$ cat src/hdl/tld_pkg.sv
// Package: constants, register layout and carriers of the transmit line driver control
package tld_pkg;

	// Register bus geometry: link number in the upper bits, offset in the lower byte
	localparam int unsigned ADDR_W   = 11;
	localparam int unsigned OFF_W    = 8;
	localparam int unsigned DATA_W   = 8;

	// Per-link register offsets
	localparam logic [7:0] OFF_TX_CONFIG_ONE    = 8'h23;
	localparam logic [7:0] OFF_TX_CONFIG_TWO    = 8'h24;
	localparam logic [7:0] OFF_TX_CONFIG_THREE  = 8'h25;
	localparam logic [7:0] OFF_TX_CONFIG_FOUR   = 8'h26;
	localparam logic [7:0] OFF_TERMINATION_CFG  = 8'h32;
	localparam logic [7:0] OFF_IRQ_ENABLE_ZERO  = 8'h33;
	localparam logic [7:0] OFF_IRQ_ENABLE_ONE   = 8'h34;
	localparam logic [7:0] OFF_IRQ_EDGE_SELECT  = 8'h35;
	localparam logic [7:0] OFF_LINE_STATE_ZERO  = 8'h36;
	localparam logic [7:0] OFF_IRQ_FLAGS_ZERO   = 8'h3A;
	localparam logic [7:0] OFF_IRQ_FLAGS_ONE    = 8'h3B;
	localparam logic [7:0] OFF_TX_TIMING_OPTION = 8'h70;

	// Field positions
	localparam int unsigned BIT_LINK_TRISTATE   = 0; // tx_config_one
	localparam int unsigned BIT_DRV_PROTECT     = 1; // tx_config_one
	localparam int unsigned BIT_TX_POWER_DOWN   = 2; // tx_config_one
	localparam int unsigned BIT_DRV_FAULT       = 0; // irq enable/edge/flags zero, line state
	localparam int unsigned BIT_WAVE_OVERFLOW   = 0; // irq enable/flags one
	localparam int unsigned BIT_CLK_SOURCE_SEL  = 0; // tx_timing_option
	localparam int unsigned BIT_CLK_MASTER      = 1; // tx_timing_option

	// Reset values
	localparam logic [5:0] SCALE_NOMINAL        = 6'h04;
	localparam logic [2:0] TERM_RESET           = 3'h0;

	// Amplitude limit of the summed waveform
	localparam int unsigned AMP_W               = 7;
	localparam int unsigned SUM_W               = 9;
	localparam logic [12:0] AMP_MAX             = 13'h007F;

	// Reference oscillator duty check over a window of samples
	localparam logic [6:0] OSC_WINDOW           = 7'h64; // 100 samples
	localparam logic [6:0] OSC_DUTY_MIN_PCT     = 7'h1E; // 30 percent
	localparam logic [6:0] OSC_DUTY_MAX_PCT     = 7'h46; // 70 percent

	// Backplane clock loss, in line-rate cycles without a transition
	localparam logic [6:0] BP_LOSS_CYCLES       = 7'h48; // 72

	// Configuration carried per link
	typedef struct packed {
		logic       link_tristate_bit;
		logic       driver_protection_enable;
		logic       tx_power_down;
		logic [5:0] amplitude_scale;
		logic [7:0] cfg_three;
		logic [7:0] cfg_four;
		logic [2:0] term;
		logic       driver_fault_irq_enable;
		logic       waveform_overflow_irq_enable;
		logic       driver_fault_edge_select;
		logic       tx_clock_source_select;
		logic       tx_clock_master;
	} tld_link_cfg_s;

	// Line side bundle per link
	typedef struct packed {
		logic                 line_tip_out;
		logic                 line_tip_oe_b;
		logic                 line_ring_out;
		logic                 line_ring_oe_b;
		logic [AMP_W-1:0]     amplitude;
		logic [1:0]           term_sel;
		logic                 term_internal_en;
		logic                 current_limit_en;
	} tld_link_out_s;

endpackage

$ cat src/hdl/tld_line_ctrl.sv
// Module: eight-link transmit line driver control with register port and interrupt
//
// The implementer's own choice: strobed register access.
`timescale 1ns/100ps

module tld_line_ctrl #(
	parameter int unsigned NUM_LINKS = 8
) (
	// Clock and reset
	input  wire logic                                   ref_clk,
	input  wire logic                                   rst_b,
	// Register port
	input  wire logic [tld_pkg::ADDR_W-1:0]             reg_addr,
	input  wire logic [tld_pkg::DATA_W-1:0]             reg_wdata,
	input  wire logic                                   reg_wr,
	input  wire logic                                   reg_rd,
	output logic      [tld_pkg::DATA_W-1:0]             reg_rdata,
	// Global pins
	input  wire logic                                   global_tristate_pin,
	input  wire logic                                   reference_oscillator_input,
	// Per-link transmit side
	input  wire logic [NUM_LINKS-1:0]                   tx_pos,
	input  wire logic [NUM_LINKS-1:0]                   tx_neg,
	input  wire logic [NUM_LINKS-1:0]                   pulse_valid,
	input  wire logic [NUM_LINKS-1:0][tld_pkg::SUM_W-1:0] pulse_sum,
	input  wire logic [NUM_LINKS-1:0]                   e1_mode,
	// Per-link clocking and status from neighbours
	input  wire logic [NUM_LINKS-1:0]                   recovered_clk_lost,
	input  wire logic [NUM_LINKS-1:0]                   backplane_clk,
	input  wire logic [NUM_LINKS-1:0]                   line_rate_tick,
	input  wire logic [NUM_LINKS-1:0]                   remote_loopback_en,
	input  wire logic [NUM_LINKS-1:0]                   driver_overcurrent,
	// Line side and interrupt
	output tld_pkg::tld_link_out_s [NUM_LINKS-1:0]      link_out,
	output logic                                        irq
);

	// Oscillator monitor state
	logic [6:0] osc_win_q,  osc_win_d;
	logic [6:0] osc_high_q, osc_high_d;
	logic       osc_ok_q,   osc_ok_d;
	logic [6:0] osc_high_total;

	// Register port state
	logic [tld_pkg::DATA_W-1:0] rdata_q, rdata_d;
	logic                       irq_q,   irq_d;

	// Per-link state
	tld_pkg::tld_link_cfg_s cfg_q [NUM_LINKS];
	tld_pkg::tld_link_cfg_s cfg_d [NUM_LINKS];
	tld_pkg::tld_link_out_s out_q [NUM_LINKS];
	tld_pkg::tld_link_out_s out_d [NUM_LINKS];
	logic [NUM_LINKS-1:0] df_state_q, df_state_d;
	logic [NUM_LINKS-1:0] df_flag_q,  df_flag_d;
	logic [NUM_LINKS-1:0] ovf_flag_q, ovf_flag_d;
	logic [NUM_LINKS-1:0] bp_prev_q,  bp_prev_d;
	logic [6:0]           bp_cnt_q   [NUM_LINKS];
	logic [6:0]           bp_cnt_d   [NUM_LINKS];
	logic [NUM_LINKS-1:0] bp_lost, rec_loss_hiz, bp_loss_hiz, float_req, ovf_event, df_event;
	logic [NUM_LINKS-1:0] link_sel;
	logic [NUM_LINKS-1:0] irq_src;

	logic [2:0] addr_link;
	logic [7:0] addr_off;

	assign addr_link = reg_addr[10:8];
	assign addr_off  = reg_addr[7:0];

	// Oscillator duty check; this assumes the sampled input toggles slowly enough
	// relative to ref_clk, a faster source needs a faster sampling clock
	assign osc_high_total = osc_high_q + {6'h00, reference_oscillator_input};

	always_comb begin
		osc_win_d  = osc_win_q + 7'h01;
		osc_high_d = osc_high_total;
		osc_ok_d   = osc_ok_q;
		if (osc_win_q == tld_pkg::OSC_WINDOW - 7'h01) begin
			osc_win_d  = 7'h00;
			osc_high_d = 7'h00;
			// Stuck levels give 0 or 100, both fail the band
			osc_ok_d   = (osc_high_total >= tld_pkg::OSC_DUTY_MIN_PCT) &&
			             (osc_high_total <= tld_pkg::OSC_DUTY_MAX_PCT);
		end
	end

	// Oscillator taken as absent until the first full window passes
	always_ff @(posedge ref_clk or negedge rst_b) begin
		if (!rst_b) begin
			osc_win_q  <= 7'h00;
			osc_high_q <= 7'h00;
			osc_ok_q   <= 1'b0;
		end else begin
			osc_win_q  <= osc_win_d;
			osc_high_q <= osc_high_d;
			osc_ok_q   <= osc_ok_d;
		end
	end

	genvar gi;
	generate
		for (gi = 0; gi < NUM_LINKS; gi++) begin : g_link
			logic [14:0] scaled;
			logic        wr_here;

			assign link_sel[gi] = (addr_link == 3'(gi));
			assign wr_here      = reg_wr && link_sel[gi];
			// Nominal scale is 4, so each step is a quarter of nominal
			// Full product width; a narrower one wraps and hides overflow
			assign scaled = 15'(({6'h00, pulse_sum[gi]} *
			                     {9'h000, cfg_q[gi].amplitude_scale}) >> 2);
			assign ovf_event[gi] = pulse_valid[gi] && (scaled > 15'(tld_pkg::AMP_MAX));
			assign bp_lost[gi]   = bp_cnt_q[gi] > tld_pkg::BP_LOSS_CYCLES;
			assign rec_loss_hiz[gi] = cfg_q[gi].tx_clock_master &&
			                          cfg_q[gi].tx_clock_source_select &&
			                          recovered_clk_lost[gi];
			assign bp_loss_hiz[gi]  = !cfg_q[gi].tx_clock_master &&
			                          !cfg_q[gi].tx_clock_source_select &&
			                          bp_lost[gi] && !remote_loopback_en[gi];
			// Every float cause ORed, no frame alignment
			assign float_req[gi] = global_tristate_pin || !osc_ok_q ||
			                       cfg_q[gi].link_tristate_bit || rec_loss_hiz[gi] ||
			                       bp_loss_hiz[gi] || cfg_q[gi].tx_power_down;
			assign df_event[gi] = cfg_q[gi].driver_fault_edge_select ?
			                      (df_state_d[gi] != df_state_q[gi]) :
			                      (df_state_d[gi] && !df_state_q[gi]);
			assign irq_src[gi] = (df_flag_q[gi] && cfg_q[gi].driver_fault_irq_enable) ||
			                     (ovf_flag_q[gi] && cfg_q[gi].waveform_overflow_irq_enable);

			// Configuration writes of this link
			always_comb begin
				cfg_d[gi] = cfg_q[gi];
				if (wr_here) begin
					case (addr_off)
						tld_pkg::OFF_TX_CONFIG_ONE: begin
							cfg_d[gi].link_tristate_bit        = reg_wdata[tld_pkg::BIT_LINK_TRISTATE];
							cfg_d[gi].driver_protection_enable = reg_wdata[tld_pkg::BIT_DRV_PROTECT];
							cfg_d[gi].tx_power_down            = reg_wdata[tld_pkg::BIT_TX_POWER_DOWN];
						end
						tld_pkg::OFF_TX_CONFIG_TWO:   cfg_d[gi].amplitude_scale = reg_wdata[5:0];
						tld_pkg::OFF_TX_CONFIG_THREE: cfg_d[gi].cfg_three       = reg_wdata;
						tld_pkg::OFF_TX_CONFIG_FOUR:  cfg_d[gi].cfg_four        = reg_wdata;
						tld_pkg::OFF_TERMINATION_CFG: cfg_d[gi].term            = reg_wdata[2:0];
						tld_pkg::OFF_IRQ_ENABLE_ZERO:
							cfg_d[gi].driver_fault_irq_enable = reg_wdata[tld_pkg::BIT_DRV_FAULT];
						tld_pkg::OFF_IRQ_ENABLE_ONE:
							cfg_d[gi].waveform_overflow_irq_enable =
								reg_wdata[tld_pkg::BIT_WAVE_OVERFLOW];
						tld_pkg::OFF_IRQ_EDGE_SELECT:
							cfg_d[gi].driver_fault_edge_select = reg_wdata[tld_pkg::BIT_DRV_FAULT];
						tld_pkg::OFF_TX_TIMING_OPTION: begin
							cfg_d[gi].tx_clock_source_select = reg_wdata[tld_pkg::BIT_CLK_SOURCE_SEL];
							cfg_d[gi].tx_clock_master        = reg_wdata[tld_pkg::BIT_CLK_MASTER];
						end
						default: cfg_d[gi] = cfg_q[gi];
					endcase
				end
			end

			// Status, flags and backplane watchdog of this link
			always_comb begin
				df_state_d[gi] = cfg_q[gi].driver_protection_enable &&
				                 driver_overcurrent[gi];
				df_flag_d[gi]  = df_flag_q[gi];
				ovf_flag_d[gi] = ovf_flag_q[gi];
				// Write one clears; an event in the same cycle still sets
				if (wr_here && addr_off == tld_pkg::OFF_IRQ_FLAGS_ZERO &&
				    reg_wdata[tld_pkg::BIT_DRV_FAULT])
					df_flag_d[gi] = 1'b0;
				if (wr_here && addr_off == tld_pkg::OFF_IRQ_FLAGS_ONE &&
				    reg_wdata[tld_pkg::BIT_WAVE_OVERFLOW])
					ovf_flag_d[gi] = 1'b0;
				if (df_event[gi])
					df_flag_d[gi] = 1'b1;
				if (ovf_event[gi])
					ovf_flag_d[gi] = 1'b1;
				bp_prev_d[gi] = backplane_clk[gi];
				bp_cnt_d[gi]  = bp_cnt_q[gi];
				// Any transition restarts the idle count, saturate to avoid wrap
				if (backplane_clk[gi] != bp_prev_q[gi])
					bp_cnt_d[gi] = 7'h00;
				else if (line_rate_tick[gi] && bp_cnt_q[gi] != 7'h7F)
					bp_cnt_d[gi] = bp_cnt_q[gi] + 7'h01;
			end

			// Line side outputs; float on the very next edge
			always_comb begin
				out_d[gi].line_tip_oe_b    = float_req[gi];
				out_d[gi].line_ring_oe_b   = float_req[gi];
				out_d[gi].line_tip_out     = !float_req[gi] && tx_pos[gi];
				out_d[gi].line_ring_out    = !float_req[gi] && tx_neg[gi];
				out_d[gi].amplitude        = out_q[gi].amplitude;
				if (pulse_valid[gi])
					out_d[gi].amplitude = ovf_event[gi] ? 7'h7F : scaled[6:0];
				out_d[gi].current_limit_en = cfg_q[gi].driver_protection_enable;
				out_d[gi].term_sel         = cfg_q[gi].term[1:0];
				// T1/J1 has no external option, so bit 2 counts only in E1
				out_d[gi].term_internal_en = !e1_mode[gi] || !cfg_q[gi].term[2];
			end

			always_ff @(posedge ref_clk or negedge rst_b) begin
				if (!rst_b) begin
					cfg_q[gi]                          <= '0;
					cfg_q[gi].link_tristate_bit        <= 1'b1;
					cfg_q[gi].amplitude_scale          <= tld_pkg::SCALE_NOMINAL;
					cfg_q[gi].term                     <= tld_pkg::TERM_RESET;
					df_state_q[gi]                     <= 1'b0;
					df_flag_q[gi]                      <= 1'b0;
					ovf_flag_q[gi]                     <= 1'b0;
					bp_prev_q[gi]                      <= 1'b0;
					bp_cnt_q[gi]                       <= 7'h00;
					out_q[gi]                          <= '0;
					out_q[gi].line_tip_oe_b            <= 1'b1;
					out_q[gi].line_ring_oe_b           <= 1'b1;
					out_q[gi].term_internal_en         <= 1'b1;
				end else begin
					cfg_q[gi]      <= cfg_d[gi];
					df_state_q[gi] <= df_state_d[gi];
					df_flag_q[gi]  <= df_flag_d[gi];
					ovf_flag_q[gi] <= ovf_flag_d[gi];
					bp_prev_q[gi]  <= bp_prev_d[gi];
					bp_cnt_q[gi]   <= bp_cnt_d[gi];
					out_q[gi]      <= out_d[gi];
				end
			end

			assign link_out[gi] = out_q[gi];

		end
	endgenerate

	// Read mux and interrupt; unmapped offsets and links read as zero
	always_comb begin
		rdata_d = rdata_q;
		irq_d   = |irq_src;
		if (reg_rd) begin
			rdata_d = 8'h00;
			for (int i = 0; i < NUM_LINKS; i++) begin
				if (link_sel[i]) begin
					case (addr_off)
						tld_pkg::OFF_TX_CONFIG_ONE: begin
							rdata_d[tld_pkg::BIT_LINK_TRISTATE] = cfg_q[i].link_tristate_bit;
							rdata_d[tld_pkg::BIT_DRV_PROTECT]   = cfg_q[i].driver_protection_enable;
							rdata_d[tld_pkg::BIT_TX_POWER_DOWN] = cfg_q[i].tx_power_down;
						end
						tld_pkg::OFF_TX_CONFIG_TWO:   rdata_d = {2'b00, cfg_q[i].amplitude_scale};
						tld_pkg::OFF_TX_CONFIG_THREE: rdata_d = cfg_q[i].cfg_three;
						tld_pkg::OFF_TX_CONFIG_FOUR:  rdata_d = cfg_q[i].cfg_four;
						tld_pkg::OFF_TERMINATION_CFG: rdata_d = {5'h00, cfg_q[i].term};
						tld_pkg::OFF_IRQ_ENABLE_ZERO:
							rdata_d[tld_pkg::BIT_DRV_FAULT] = cfg_q[i].driver_fault_irq_enable;
						tld_pkg::OFF_IRQ_ENABLE_ONE:
							rdata_d[tld_pkg::BIT_WAVE_OVERFLOW] =
								cfg_q[i].waveform_overflow_irq_enable;
						tld_pkg::OFF_IRQ_EDGE_SELECT:
							rdata_d[tld_pkg::BIT_DRV_FAULT] = cfg_q[i].driver_fault_edge_select;
						tld_pkg::OFF_LINE_STATE_ZERO:
							rdata_d[tld_pkg::BIT_DRV_FAULT] = df_state_q[i];
						tld_pkg::OFF_IRQ_FLAGS_ZERO:
							rdata_d[tld_pkg::BIT_DRV_FAULT] = df_flag_q[i];
						tld_pkg::OFF_IRQ_FLAGS_ONE:
							rdata_d[tld_pkg::BIT_WAVE_OVERFLOW] = ovf_flag_q[i];
						tld_pkg::OFF_TX_TIMING_OPTION: begin
							rdata_d[tld_pkg::BIT_CLK_SOURCE_SEL] = cfg_q[i].tx_clock_source_select;
							rdata_d[tld_pkg::BIT_CLK_MASTER]     = cfg_q[i].tx_clock_master;
						end
						default: rdata_d = 8'h00;
					endcase
				end
			end
		end
	end

	always_ff @(posedge ref_clk or negedge rst_b) begin
		if (!rst_b) begin
			rdata_q <= 8'h00;
			irq_q   <= 1'b0;
		end else begin
			rdata_q <= rdata_d;
			irq_q   <= irq_d;
		end
	end

	assign reg_rdata = rdata_q;
	assign irq       = irq_q;
endmodule // tld_line_ctrl

$ cat config.mk
export PLATFORM = sky130hd
export DESIGN_NAME = tld_line_ctrl
export DESIGN_NICKNAME = d
export VERILOG_FILES = /design/src/hdl/tld_pkg.sv /design/src/hdl/tld_line_ctrl.sv
export SDC_FILE = /design/constraint.sdc
export NUM_CORES = 1
export LEC_CHECK = 0
export BUFFER_PORTS_ARGS = -buffer_cell sky130_fd_sc_hd__buf_2
export CORE_ASPECT_RATIO = 0.75
export CORE_UTILIZATION = 55
export CTS_CLUSTER_DIAMETER = 80
export DETAILED_ROUTE_END_ITERATION = 8
export GPL_TIMING_DRIVEN = 1
export PLACE_DENSITY = 0.74
export SLEW_MARGIN = 30
export SYNTH_ARGS = -nofsm -noshare
export SYNTH_HDL_FRONTEND = slang
export SYNTH_SLANG_ARGS = --single-unit
$ cat constraint.sdc
create_clock -name ref_clk -period 8.5 [get_ports ref_clk]
set_clock_uncertainty 0.05 [all_clocks]
set_input_delay 1.7 -clock ref_clk [delete_from_list [all_inputs] [get_ports ref_clk]]
set_output_delay 1.7 -clock ref_clk [all_outputs]
set_load 0.03 [all_outputs]
==> results.txt, run 1 <==
- Worst rel slew slack: 0.302
- During synthesis, Yosys emitted a total of 0 warnings.
- After detailed placement, the total cell area comes to 36100 um^2.
- Ratio of total power to cell area: 143 nW/um^2
- Static Leak: 19.2 nW
- Count of buffers from port buffering: 297
- Global routing finished with a remaining overflow of 0.
- Clock period minus worst slack: 5.93 ns
- Die Width: 289 um
* Total Die Area: 62800 um^2
- The via count of the first global-routing pass was 26000.
* Worst supply voltage drop on vdd: 159 uV
- In this run the post-CTS setup repair buffer count came out at 0.
- Number of antenna violations at the first check in global routing: 12
* Number of buffers on the longest clock path: 3
* Number of flops mapped to enable cells by yosys: 0
* Data arrival at the endpoint of the critical path: 6.32 ns
- The area growth from synthesis to layout is 11.4%.
- Count of final hold-check violations: 0
- Wire length of the first global-routing pass: 143000 um
* CTS sink cnt: 488
- Worst Path Required: 8.89 ns
* Met3 track utilization from global routing: 0.0746
* Seq/Total Area, Yosys: 0.360
- For this run, the total global-route usage over all layers was measured as 0.290.
* Routability Congestion: 0.935
* Routed WL: 89500 um
- DP HPWL: 66600 um
- Including well taps, the total number of placed cells is 4383.
- For this run, the post-layout net count is 4240.
- Share of flip-flops with an asynchronous set or reset: 1.00
- Of the total synthesized cell area, the portion taken by full adders, half adders and majority gates is 0.211.
* Average size of a mapped cell: 9.96 um^2
* CTS Hold Buffers Added: 0
* Global-route track usage on met1: 0.420
- Of the total synthesized cell area, the portion taken by XOR and XNOR cells is 0.0242.
- For met2 alone, demand over resource in global routing was 0.436.
- Transition time of the tightest slew-check pin: 1.04 ns
* Setup repair after global routing missed its margin: no
- In this run the vertical extent of the chip is 217 um.
- Of the total synthesized cell area, the portion taken by AND, OR, NAND and NOR gates is 0.150.
- Dominant combinational cell family by area after synthesis: adder cells
- For this run, design rule violations remaining after detail routing come to 0.
- Registers take 12300 um^2.
- Via count: 26200
* Total area of multi-input combinational cells: 19900 um^2
- Number of distinct standard cells referenced by the synthesized netlist: 84
- Effective utilization at floorplan: 0.559
* Net count of the mapped netlist: 4017
* Max Transition Viols Final: 0
- Post-Route Setup TNS: 0 ns
- Clock tree synthesis inserted a total of 50 buffers.
- Most Used Layer, Global Route: met2
- The flow ran to the end, and the final reports show no timing, DRC or antenna violations.
* Post-route fraction of the period consumed by the critical path: 0.697
* Clock-pin slew reported for the worst setup and hold paths after clock tree synthesis: 0.07 ns
* Number of maximum-capacitance constraint violations: 0
- Synthesis handed over a netlist of 3413 instances.
* Filler Cell Count: 5025
- Non-filler cells, final: 4484
- Type of element launching the critical path: input port
- Number of rows created at floorplan: 78
* Reg2Reg Setup Slack: 3.26 ns
- Setup violations remaining at the end of the flow were counted as 0.
* Maximum fanout along the worst path: 8
- CTS tree: done
* Worst Hold Margin: 0.353 ns
* TritonRoute pass-1 iters: 6
- Final non-filler cell area: 37900 um^2
* Achievable Freq: 169 MHz
- Number of design-rule violations left by the first detailed-router iteration: 2505
- 298 I/O pins were placed.
- Compound-cell area share of the yosys netlist: 0.107
- Top_reg_cell synth: sky130_fd_sc_hd__dfrtp_1
- In the final routed layout, each cell accounts on average for 20.0 um.
* Worst hold-check path type: flip-flop to flip-flop
- Number of H-tree levels: 2
- The mapped netlist covers 34000 um^2.
- The tree is rooted in a sky130_fd_sc_hd__clkbuf_16.
- STA classifies the critical path endpoint as a flip-flop.
- By startpoint and endpoint, the worst setup path is classified as input port to flip-flop.
- Largest net degree at the start of global routing: 148
- Remaining antenna violation count after routing: 0
- Synthesis inferred 488 register bits.
- Via-per-instance ratio: 5.84
* Worst skew pair latency: 0.62 ns
- Post-synthesis mux area share: 0.0918
- After floorplanning, the core was sized to cover 60800 um^2.
- In this run, post-CTS repair resized a total of 0 instances.
- Share of layout cells above drive strength 1: 0.198
## cells in the final DEF, fill, tap and decap left out, types with 12 or more instances in the layout
cell type                     n
sky130_fd_sc_hd__nor2b_1     24
sky130_fd_sc_hd__fa_1       232
sky130_fd_sc_hd__mux2_2     268
sky130_fd_sc_hd__a21oi_1    106
sky130_fd_sc_hd__nor2_1     213
sky130_fd_sc_hd__o22ai_1     12
sky130_fd_sc_hd__dfrtp_1    456
sky130_fd_sc_hd__a22o_1      16
sky130_fd_sc_hd__and2_1     149
sky130_fd_sc_hd__a221oi_1    16
sky130_fd_sc_hd__clkbuf_16   51
sky130_fd_sc_hd__ha_1       203
sky130_fd_sc_hd__a22oi_1     72
sky130_fd_sc_hd__or3_1       18
sky130_fd_sc_hd__and3_1      21
sky130_fd_sc_hd__a31oi_1     74
sky130_fd_sc_hd__nand2b_1    24
sky130_fd_sc_hd__nand2_1    486
sky130_fd_sc_hd__xnor2_1     24
sky130_fd_sc_hd__o21ai_0     89
sky130_fd_sc_hd__buf_4       17
sky130_fd_sc_hd__a222oi_1    16
sky130_fd_sc_hd__nand3_1     49
sky130_fd_sc_hd__o21a_1      15
sky130_fd_sc_hd__nor3_1      21
sky130_fd_sc_hd__nand4_1     24
sky130_fd_sc_hd__xor2_1      70
sky130_fd_sc_hd__inv_1      347
sky130_fd_sc_hd__buf_2      295
sky130_fd_sc_hd__a21o_1      18
sky130_fd_sc_hd__dfstp_2     32
## metrics by stage
step                total power [mW]  utilization  setup WS [ns]
detailed placement              3.13        0.594           2.04
floorplan                       2.84            -           2.82
global route                    5.62        0.623           2.24
finish                          5.43        0.623           2.57
global placement                3.12        0.593           2.21
CTS                             5.44        0.622           2.68
## cell families after synthesis
| family | count (synthesis) |
|---|---|
| AO/OA/AOI/OAI | 540 |
| XOR/XNOR | 94 |
| adder cells (fa/ha/maj) | 435 |
| buffers and inverters | 493 |
| flip-flops | 488 |
| multiplexers | 277 |
| AND/OR/NAND/NOR | 1086 |
## synth_stat cells (21+ instances only)
library cell / count / area, um^2
sky130_fd_sc_hd__a31oi_1: 74 / 463
sky130_fd_sc_hd__nand4_1: 24 / 150
sky130_fd_sc_hd__nor2_1: 213 / 800
sky130_fd_sc_hd__dfrtp_1: 456 / 11400
sky130_fd_sc_hd__nand2_1: 486 / 1820
sky130_fd_sc_hd__and2_1: 152 / 951
sky130_fd_sc_hd__nor2b_1: 25 / 156
sky130_fd_sc_hd__dfstp_2: 32 / 841
sky130_fd_sc_hd__nand3_1: 49 / 245
sky130_fd_sc_hd__fa_1: 232 / 4640
sky130_fd_sc_hd__o21ai_0: 89 / 445
sky130_fd_sc_hd__xor2_1: 70 / 613
sky130_fd_sc_hd__ha_1: 203 / 2540
sky130_fd_sc_hd__and3_1: 21 / 131
sky130_fd_sc_hd__clkbuf_1: 117 / 439
sky130_fd_sc_hd__a22oi_1: 72 / 541
sky130_fd_sc_hd__nand2b_1: 24 / 150
sky130_fd_sc_hd__nor3_1: 23 / 115
sky130_fd_sc_hd__xnor2_1: 24 / 210
sky130_fd_sc_hd__inv_1: 347 / 1300
sky130_fd_sc_hd__a21oi_1: 106 / 531
sky130_fd_sc_hd__mux2_2: 268 / 3020
## critical path, cell delays in order
cell	delay (ns)
sky130_fd_sc_hd__buf_2	0.13
sky130_fd_sc_hd__and2_1	0.19
sky130_fd_sc_hd__fa_1	0.53
sky130_fd_sc_hd__inv_1	0.05
sky130_fd_sc_hd__fa_1	0.46
sky130_fd_sc_hd__fa_1	0.54
sky130_fd_sc_hd__inv_1	0.04
sky130_fd_sc_hd__ha_1	0.32
sky130_fd_sc_hd__nor2b_1	0.15
sky130_fd_sc_hd__o21ai_0	0.31
sky130_fd_sc_hd__a21boi_0	0.21
sky130_fd_sc_hd__o31ai_1	0.30
sky130_fd_sc_hd__a21oi_1	0.13
sky130_fd_sc_hd__mux2i_1	0.15
sky130_fd_sc_hd__nor4b_2	0.91
sky130_fd_sc_hd__o21ai_0	0.18
## path summary, 6_finish.rpt
path                                  to  depth (start not counted)     startpoint
setup reg to reg           ovf_flag_q[3]                         15     cfg_q[158]
hold / removal              link_out[17]                          0     cfg_q[203]
min in group asynchronous   link_out[49]                          1          rst_b
max in group asynchronous  df_state_q[2]                          2          rst_b
hold reg to reg             link_out[17]                          0     cfg_q[203]
setup / recovery           ovf_flag_q[3]                         16  pulse_sum[30]
## layout make-up
type                            instances  share of cell area
Tap cell                              800              0.0264
Sequential cell                       488               0.323
Clock inverter                         23             0.00783
Timing Repair Buffer                  317              0.0444
Clock buffer                           71              0.0383
Inverter                              347              0.0344
Multi-Input combinational cell       2432               0.525
Antenna cell                            6            0.000396
## metal layers
layer / up-vias / routed length, um
met5: - / 64
met4: 10 / 2030
met3: 146 / 8030
met2: 980 / 39900
met1: 13000 / 39500
li1: 12000 / -
## where the power goes
group | internal (mW) | switching (mW) | leakage, nW
Combinational | 0.183 | 0.389 | 11.9
Sequential | 2.42 | 0.108 | 6.50
Clock | 1.33 | 0.995 | 0.848
Total | 3.94 | 1.49 | 19.2
## state kept, by name, indices dropped and copies added, names as in the netlist
signal      flops
osc_win_q       7
ovf_flag_q      8
bp_prev_q       8
osc_high_q      7
irq             1
cfg_q         264
df_flag_q       8
link_out      112
bp_cnt_q       56
df_state_q      8
osc_ok_q        1
reg_rdata       8
(Power assumes the default switching activity.)
==> run 2: changes to the inputs <==
ABC_AREA = 1   (was unset)
clock period = 5.89 ns   (was 8.5 ns; I/O delays follow)
==> run 2 against run 1 <==
Area after synthesis grew 3.6%. Power grew 41%. Global-route usage shrank 0.43 points. Critical path type unchanged. Synthesized cell count grew 30%. Die area grew 3.6%. Sequential share of layout area shrank 0.81 points. Routed wire length grew 2.7%. Largest cell class unchanged. Sequential power grew 43%. Worst hold slack gained 0.0010 ns.
==> results.txt, run 2 <==
- TritonRoute pass-1 iters: 8 (was 6)
- Switching power share of the total: 0.275 (about the same)
* Average size of a mapped cell: 7.92 um^2 (was 9.96 um^2)
- Number of distinct standard cells referenced by the synthesized netlist: 50 (was 84)
- The number of gates resized after cts was 0 (unchanged).
- DP HPWL: 69300 um (was 66600 um)
- The part of the power in the clock network was 0.424 (was 0.429).
* Cell types with the highest counts after synthesis: 1319 x sky130_fd_sc_hd__nand2_1, 664 x sky130_fd_sc_hd__inv_1, 456 x sky130_fd_sc_hd__dfrtp_1 (was 486 x sky130_fd_sc_hd__nand2_1, 456 x sky130_fd_sc_hd__dfrtp_1, 347 x sky130_fd_sc_hd__inv_1)
- Top_reg_cell synth: sky130_fd_sc_hd__dfrtp_1 (unchanged)
* Overall Global Routing Usage: 0.286 (was 0.290)
- The area share of the leading cell type in the synthesized netlist was 0.324 (was 0.336).
- The worst slack at placement came to 0.784 ns (was 2.04 ns).
* Final core occ: 0.620 (was 0.623)
* Register bit count reported by yosys: 488 (unchanged)
* Post-Route Setup TNS: 0 ns (unchanged)
- The final hold violation count came to 0 (unchanged).
* Total Die Area: 65100 um^2 (was 62800 um^2)
- The synthesis warning total is 0 (unchanged).
- Worst skew pair latency: 0.62 ns (about the same)
* Achievable Freq: 224 MHz
- The via count of the first global-routing pass is 28600 (was 26000).
- Post-Synth Adder-Cell Area: 0.204 (was 0.211)
* Type of element launching the critical path: input port (unchanged)
- Number of design-rule violations left by the first detailed-router iteration: 2824 (was 2505)
- The share of synthesized registers carrying an async set or reset is 1.00 (unchanged).
- The total length of routed wires is 91900 um (was 89500 um).
* Setup repair after global routing missed its margin: no (unchanged)
- CTS tree: done (unchanged)
- The number of failing setup endpoints in the final timing report came to 0 (unchanged).
- Remaining antenna violation count after routing: 0 (unchanged)
- The initial antenna violation count came to 3 (was 12).
- Start-to-end type of the worst setup path: input port to flip-flop (unchanged)
- Worst Setup Slack, final: 1.43 ns (was 2.57 ns)
- Part of the total power dissipated in combinational logic: 0.104 (was 0.105)
* Largest cells by area after synthesis: sky130_fd_sc_hd__dfrtp_1 32%, sky130_fd_sc_hd__nand2_1 14%, sky130_fd_sc_hd__fa_1 13% (was sky130_fd_sc_hd__dfrtp_1 34%, sky130_fd_sc_hd__fa_1 14%, sky130_fd_sc_hd__mux2_2 8.9%)
- Number of rows created at floorplan: 79 (was 78)
- The post-route DRC violation count came to 0 (unchanged).
- The fraction of layout instances using a drive strength above 1 came to 0.105 (was 0.198).
* Post-route fraction of the period consumed by the critical path: 0.758
* Seq pwr share: 0.472 (was 0.466)
* Net count of the mapped netlist: 5051 (was 4017)
- Simple-Gate Fraction of Synth Area: 0.232 (was 0.150)
- Post-CTS setup-driven buffer insertion count: 0 (unchanged)
* CTS Hold Buffers Added: 0 (unchanged)
* Number of H-tree levels: 2 (unchanged)
- The cell count after synthesis is 4447 (was 3413).
- Static Leak: 20.8 nW (was 19.2 nW)
- Inserted Clock Buffers: 50 (unchanged)
- Effective utilization at floorplan: 0.562 (was 0.559)
* Family with the most delay on the worst path: adder cells (unchanged)
- Die Width: 294 um (was 289 um)
* Worst rel slew slack: 0.359 (was 0.302)
- Internal power of the cells: 5.55 mW (was 3.94 mW)
* P_sw: 2.10 mW (was 1.49 mW)
- Clock-pin slew reported for the worst setup and hold paths after clock tree synthesis: 0.06 ns (was 0.07 ns)
* Ratio of total power to cell area: 197 nW/um^2 (was 143 nW/um^2)
* IO Count: 298 (unchanged)
* WL per Instance: 16.6 um (was 20.0 um)
- The maximum number of pins on one net before global-route repair is 120 (was 148).
- The number of flip-flops under the largest register name is 264 (unchanged).
- Biggest register: cfg_q (unchanged)
* Worst supply voltage drop on vdd: 201 uV (was 159 uV)
* Crit path cell chain: buf_2, nand2_1, inv_1, fa_1, inv_1, fa_1, fa_1, inv_1, ha_1, a21oi_1, o21ai_1, nand3_1, nand4_1, or2_1, a21oi_1, nand3_1, nand2_1, nand2_1 (was buf_2, and2_1, fa_1, inv_1, fa_1, fa_1, inv_1, ha_1, nor2b_1, o21ai_0, a21boi_0, o31ai_1, a21oi_1, mux2i_1, nor4b_2, o21ai_0)
- The most repeated cell in the gate-level netlist after synthesis is sky130_fd_sc_hd__nand2_1 (unchanged).
- The kind of path behind the tightest hold check is flip-flop to flip-flop (unchanged).
- Compound-cell area share of the yosys netlist: 0.105 (was 0.107)
- Total number of nets in the final design: 5259 (was 4240)
- CORE AREA: 62700 um^2 (was 60800 um^2)
- Most frequent cells in the layout: 1319 x sky130_fd_sc_hd__nand2_1, 663 x sky130_fd_sc_hd__inv_1, 456 x sky130_fd_sc_hd__dfrtp_1 (was 486 x sky130_fd_sc_hd__nand2_1, 456 x sky130_fd_sc_hd__dfrtp_1, 347 x sky130_fd_sc_hd__inv_1)
- Number of buffers on the longest clock path: 3 (unchanged)
- The number of flops mapped to enable cells by yosys is 0 (unchanged).
* Overflow left after global routing: 0 (unchanged)
- Result of the run: completed (unchanged).
- The die extent in y is 221 um (was 217 um).
* Data arrival at the endpoint of the critical path: 4.90 ns (was 6.32 ns)
* Endpoint kind of the worst setup timing path: flip-flop (unchanged)
- Wire length of the first global-routing pass: 150000 um (was 143000 um)
* Clock period minus worst slack: 4.46 ns
- Slowest cell on the critical path: sky130_fd_sc_hd__fa_1 (was sky130_fd_sc_hd__nor4b_2)
- Seq/Total Area, Yosys: 0.348 (was 0.360)
* Stage delay of the slowest cell on the critical path: 0.55 ns (was 0.91 ns)
- Transition time of the tightest slew-check pin: 0.960 ns (was 1.04 ns)
- Dominant combinational cell family by area after synthesis: simple AND/OR/NAND/NOR gates (was adder cells)
- The required time of the critical path came to 6.33 ns (was 8.89 ns).
- The placer's final routability congestion estimate is 0.941 (was 0.935).
* Buffer type at the clock tree root: sky130_fd_sc_hd__clkbuf_16 (unchanged)
- The max-slew violation count is 0 (unchanged).
- Synth area leader: sky130_fd_sc_hd__dfrtp_1 (unchanged)
- CTS sink cnt: 488 (unchanged)
* Area growth syn-to-layout: 10.3% (was 11.4%)
- The via count of the routed design was 30100 (was 26200).
* Cell area after synthesis: 35200 um^2 (was 34000 um^2)
* Count of buffers from port buffering: 297 (unchanged)
- The share of the synthesized netlist area taken by xor and xnor gates was 0.0169 (was 0.0242).
- The multiplexer area fraction after synthesis was 0 (was 0.0918).
* Via-per-instance ratio: 5.42 (was 5.84)
- Crit path buf inv count: 4 (was 3)
* Maximum fanout along the worst path: 8 (unchanged)
- Number of maximum-capacitance constraint violations: 0 (unchanged)
* Most common cell after layout, fill and taps aside: sky130_fd_sc_hd__nand2_1 (unchanged)
run 2: cell count changes after synthesis, moves of 58 or more:
cell,change
sky130_fd_sc_hd__inv_1,+317
sky130_fd_sc_hd__nand2_1,+833
sky130_fd_sc_hd__o21bai_1,+58
sky130_fd_sc_hd__nor2_1,+59
sky130_fd_sc_hd__and2_1,-152
sky130_fd_sc_hd__o21ai_0,+240
sky130_fd_sc_hd__mux2_2,-268
sky130_fd_sc_hd__a22oi_1,-72
sky130_fd_sc_hd__nand3_1,+150
run 2: cell families (layout without fill, tap and decap cells):
group           Yosys count  in the layout
flops                   488            488
fa+ha+maj               435            435
other cells               0              5
buf+inv                 829           1077
compound gates          661            661
xor+xnor                 68             68
simple gates           1966           1966
run 2: worst register-to-register path, delay by kind of cell (launching register included):
family / cells / cell delay (ns)
fa+ha+maj: 4 / 1.75
flops: 1 / 0.74
simple gates: 8 / 1.14
buf+inv: 3 / 0.23
compound gates: 2 / 0.39
run 2: per-stage QoR:
| step | hold WS [ns] | total power, mW | cell area (um^2) | instances |
|---|---|---|---|---|
| 4_1_cts | 0.356 | 7.68 | 38800 | 5544 |
| 6_report | 0.354 | 7.65 | 38900 | 5550 |
| 2_1_floorplan | 0.324 | 4.06 | 35200 | 4447 |
| 3_3_place_gp | 0.344 | 4.44 | 37200 | 5452 |
| 5_1_grt | 0.369 | 7.93 | 38900 | 5546 |
| 3_5_place_dp | 0.342 | 4.46 | 37200 | 5452 |
run 2: metal layers:
layer  global-route usage  share of wire  vias to the layer above
met4               0.0689          0.021                        2
met3               0.0444          0.080                      130
met5                    0       0.000098                        -
met1                0.441           0.47                    14300
met2                0.421           0.43                     1150
li1                     -              -                    14500
run 2: path summary, 6_finish.rpt:
path,start,cells after the start,to,slack [ns]
max,pulse_sum[57],18,ovf_flag_q[6],1.43
min,cfg_q[72],0,link_out[78],0.35
max reg2reg,cfg_q[222],17,ovf_flag_q[1],1.45
min reg2reg,cfg_q[72],0,link_out[78],0.35
max in group asynchronous,rst_b,3,cfg_q[220],3.95
min in group asynchronous,rst_b,1,osc_high_q[0],0.42
run 2: final cells by class:
cell class | instances | area (um^2)
Fill cell | 5688 | 23800
Multi-Input combinational cell | 3130 | 19700
Sequential cell | 488 | 12300
Inverter | 671 | 2530
Timing Repair Buffer | 314 | 1680
Clock buffer | 69 | 1380
Tap cell | 850 | 1060
Clock inverter | 23 | 270
Antenna cell | 5 | 12.5
run 2: power groups by stage:
stage                     sequential, mW  combinational (mW)  clock [mW]
final                               3.61               0.793        3.24
after global routing                3.62               0.887        3.42
after CTS                           3.61               0.794        3.28
after detailed placement            3.66               0.791           0
after global placement              3.66               0.774           0
after floorplan                     3.68               0.377           0
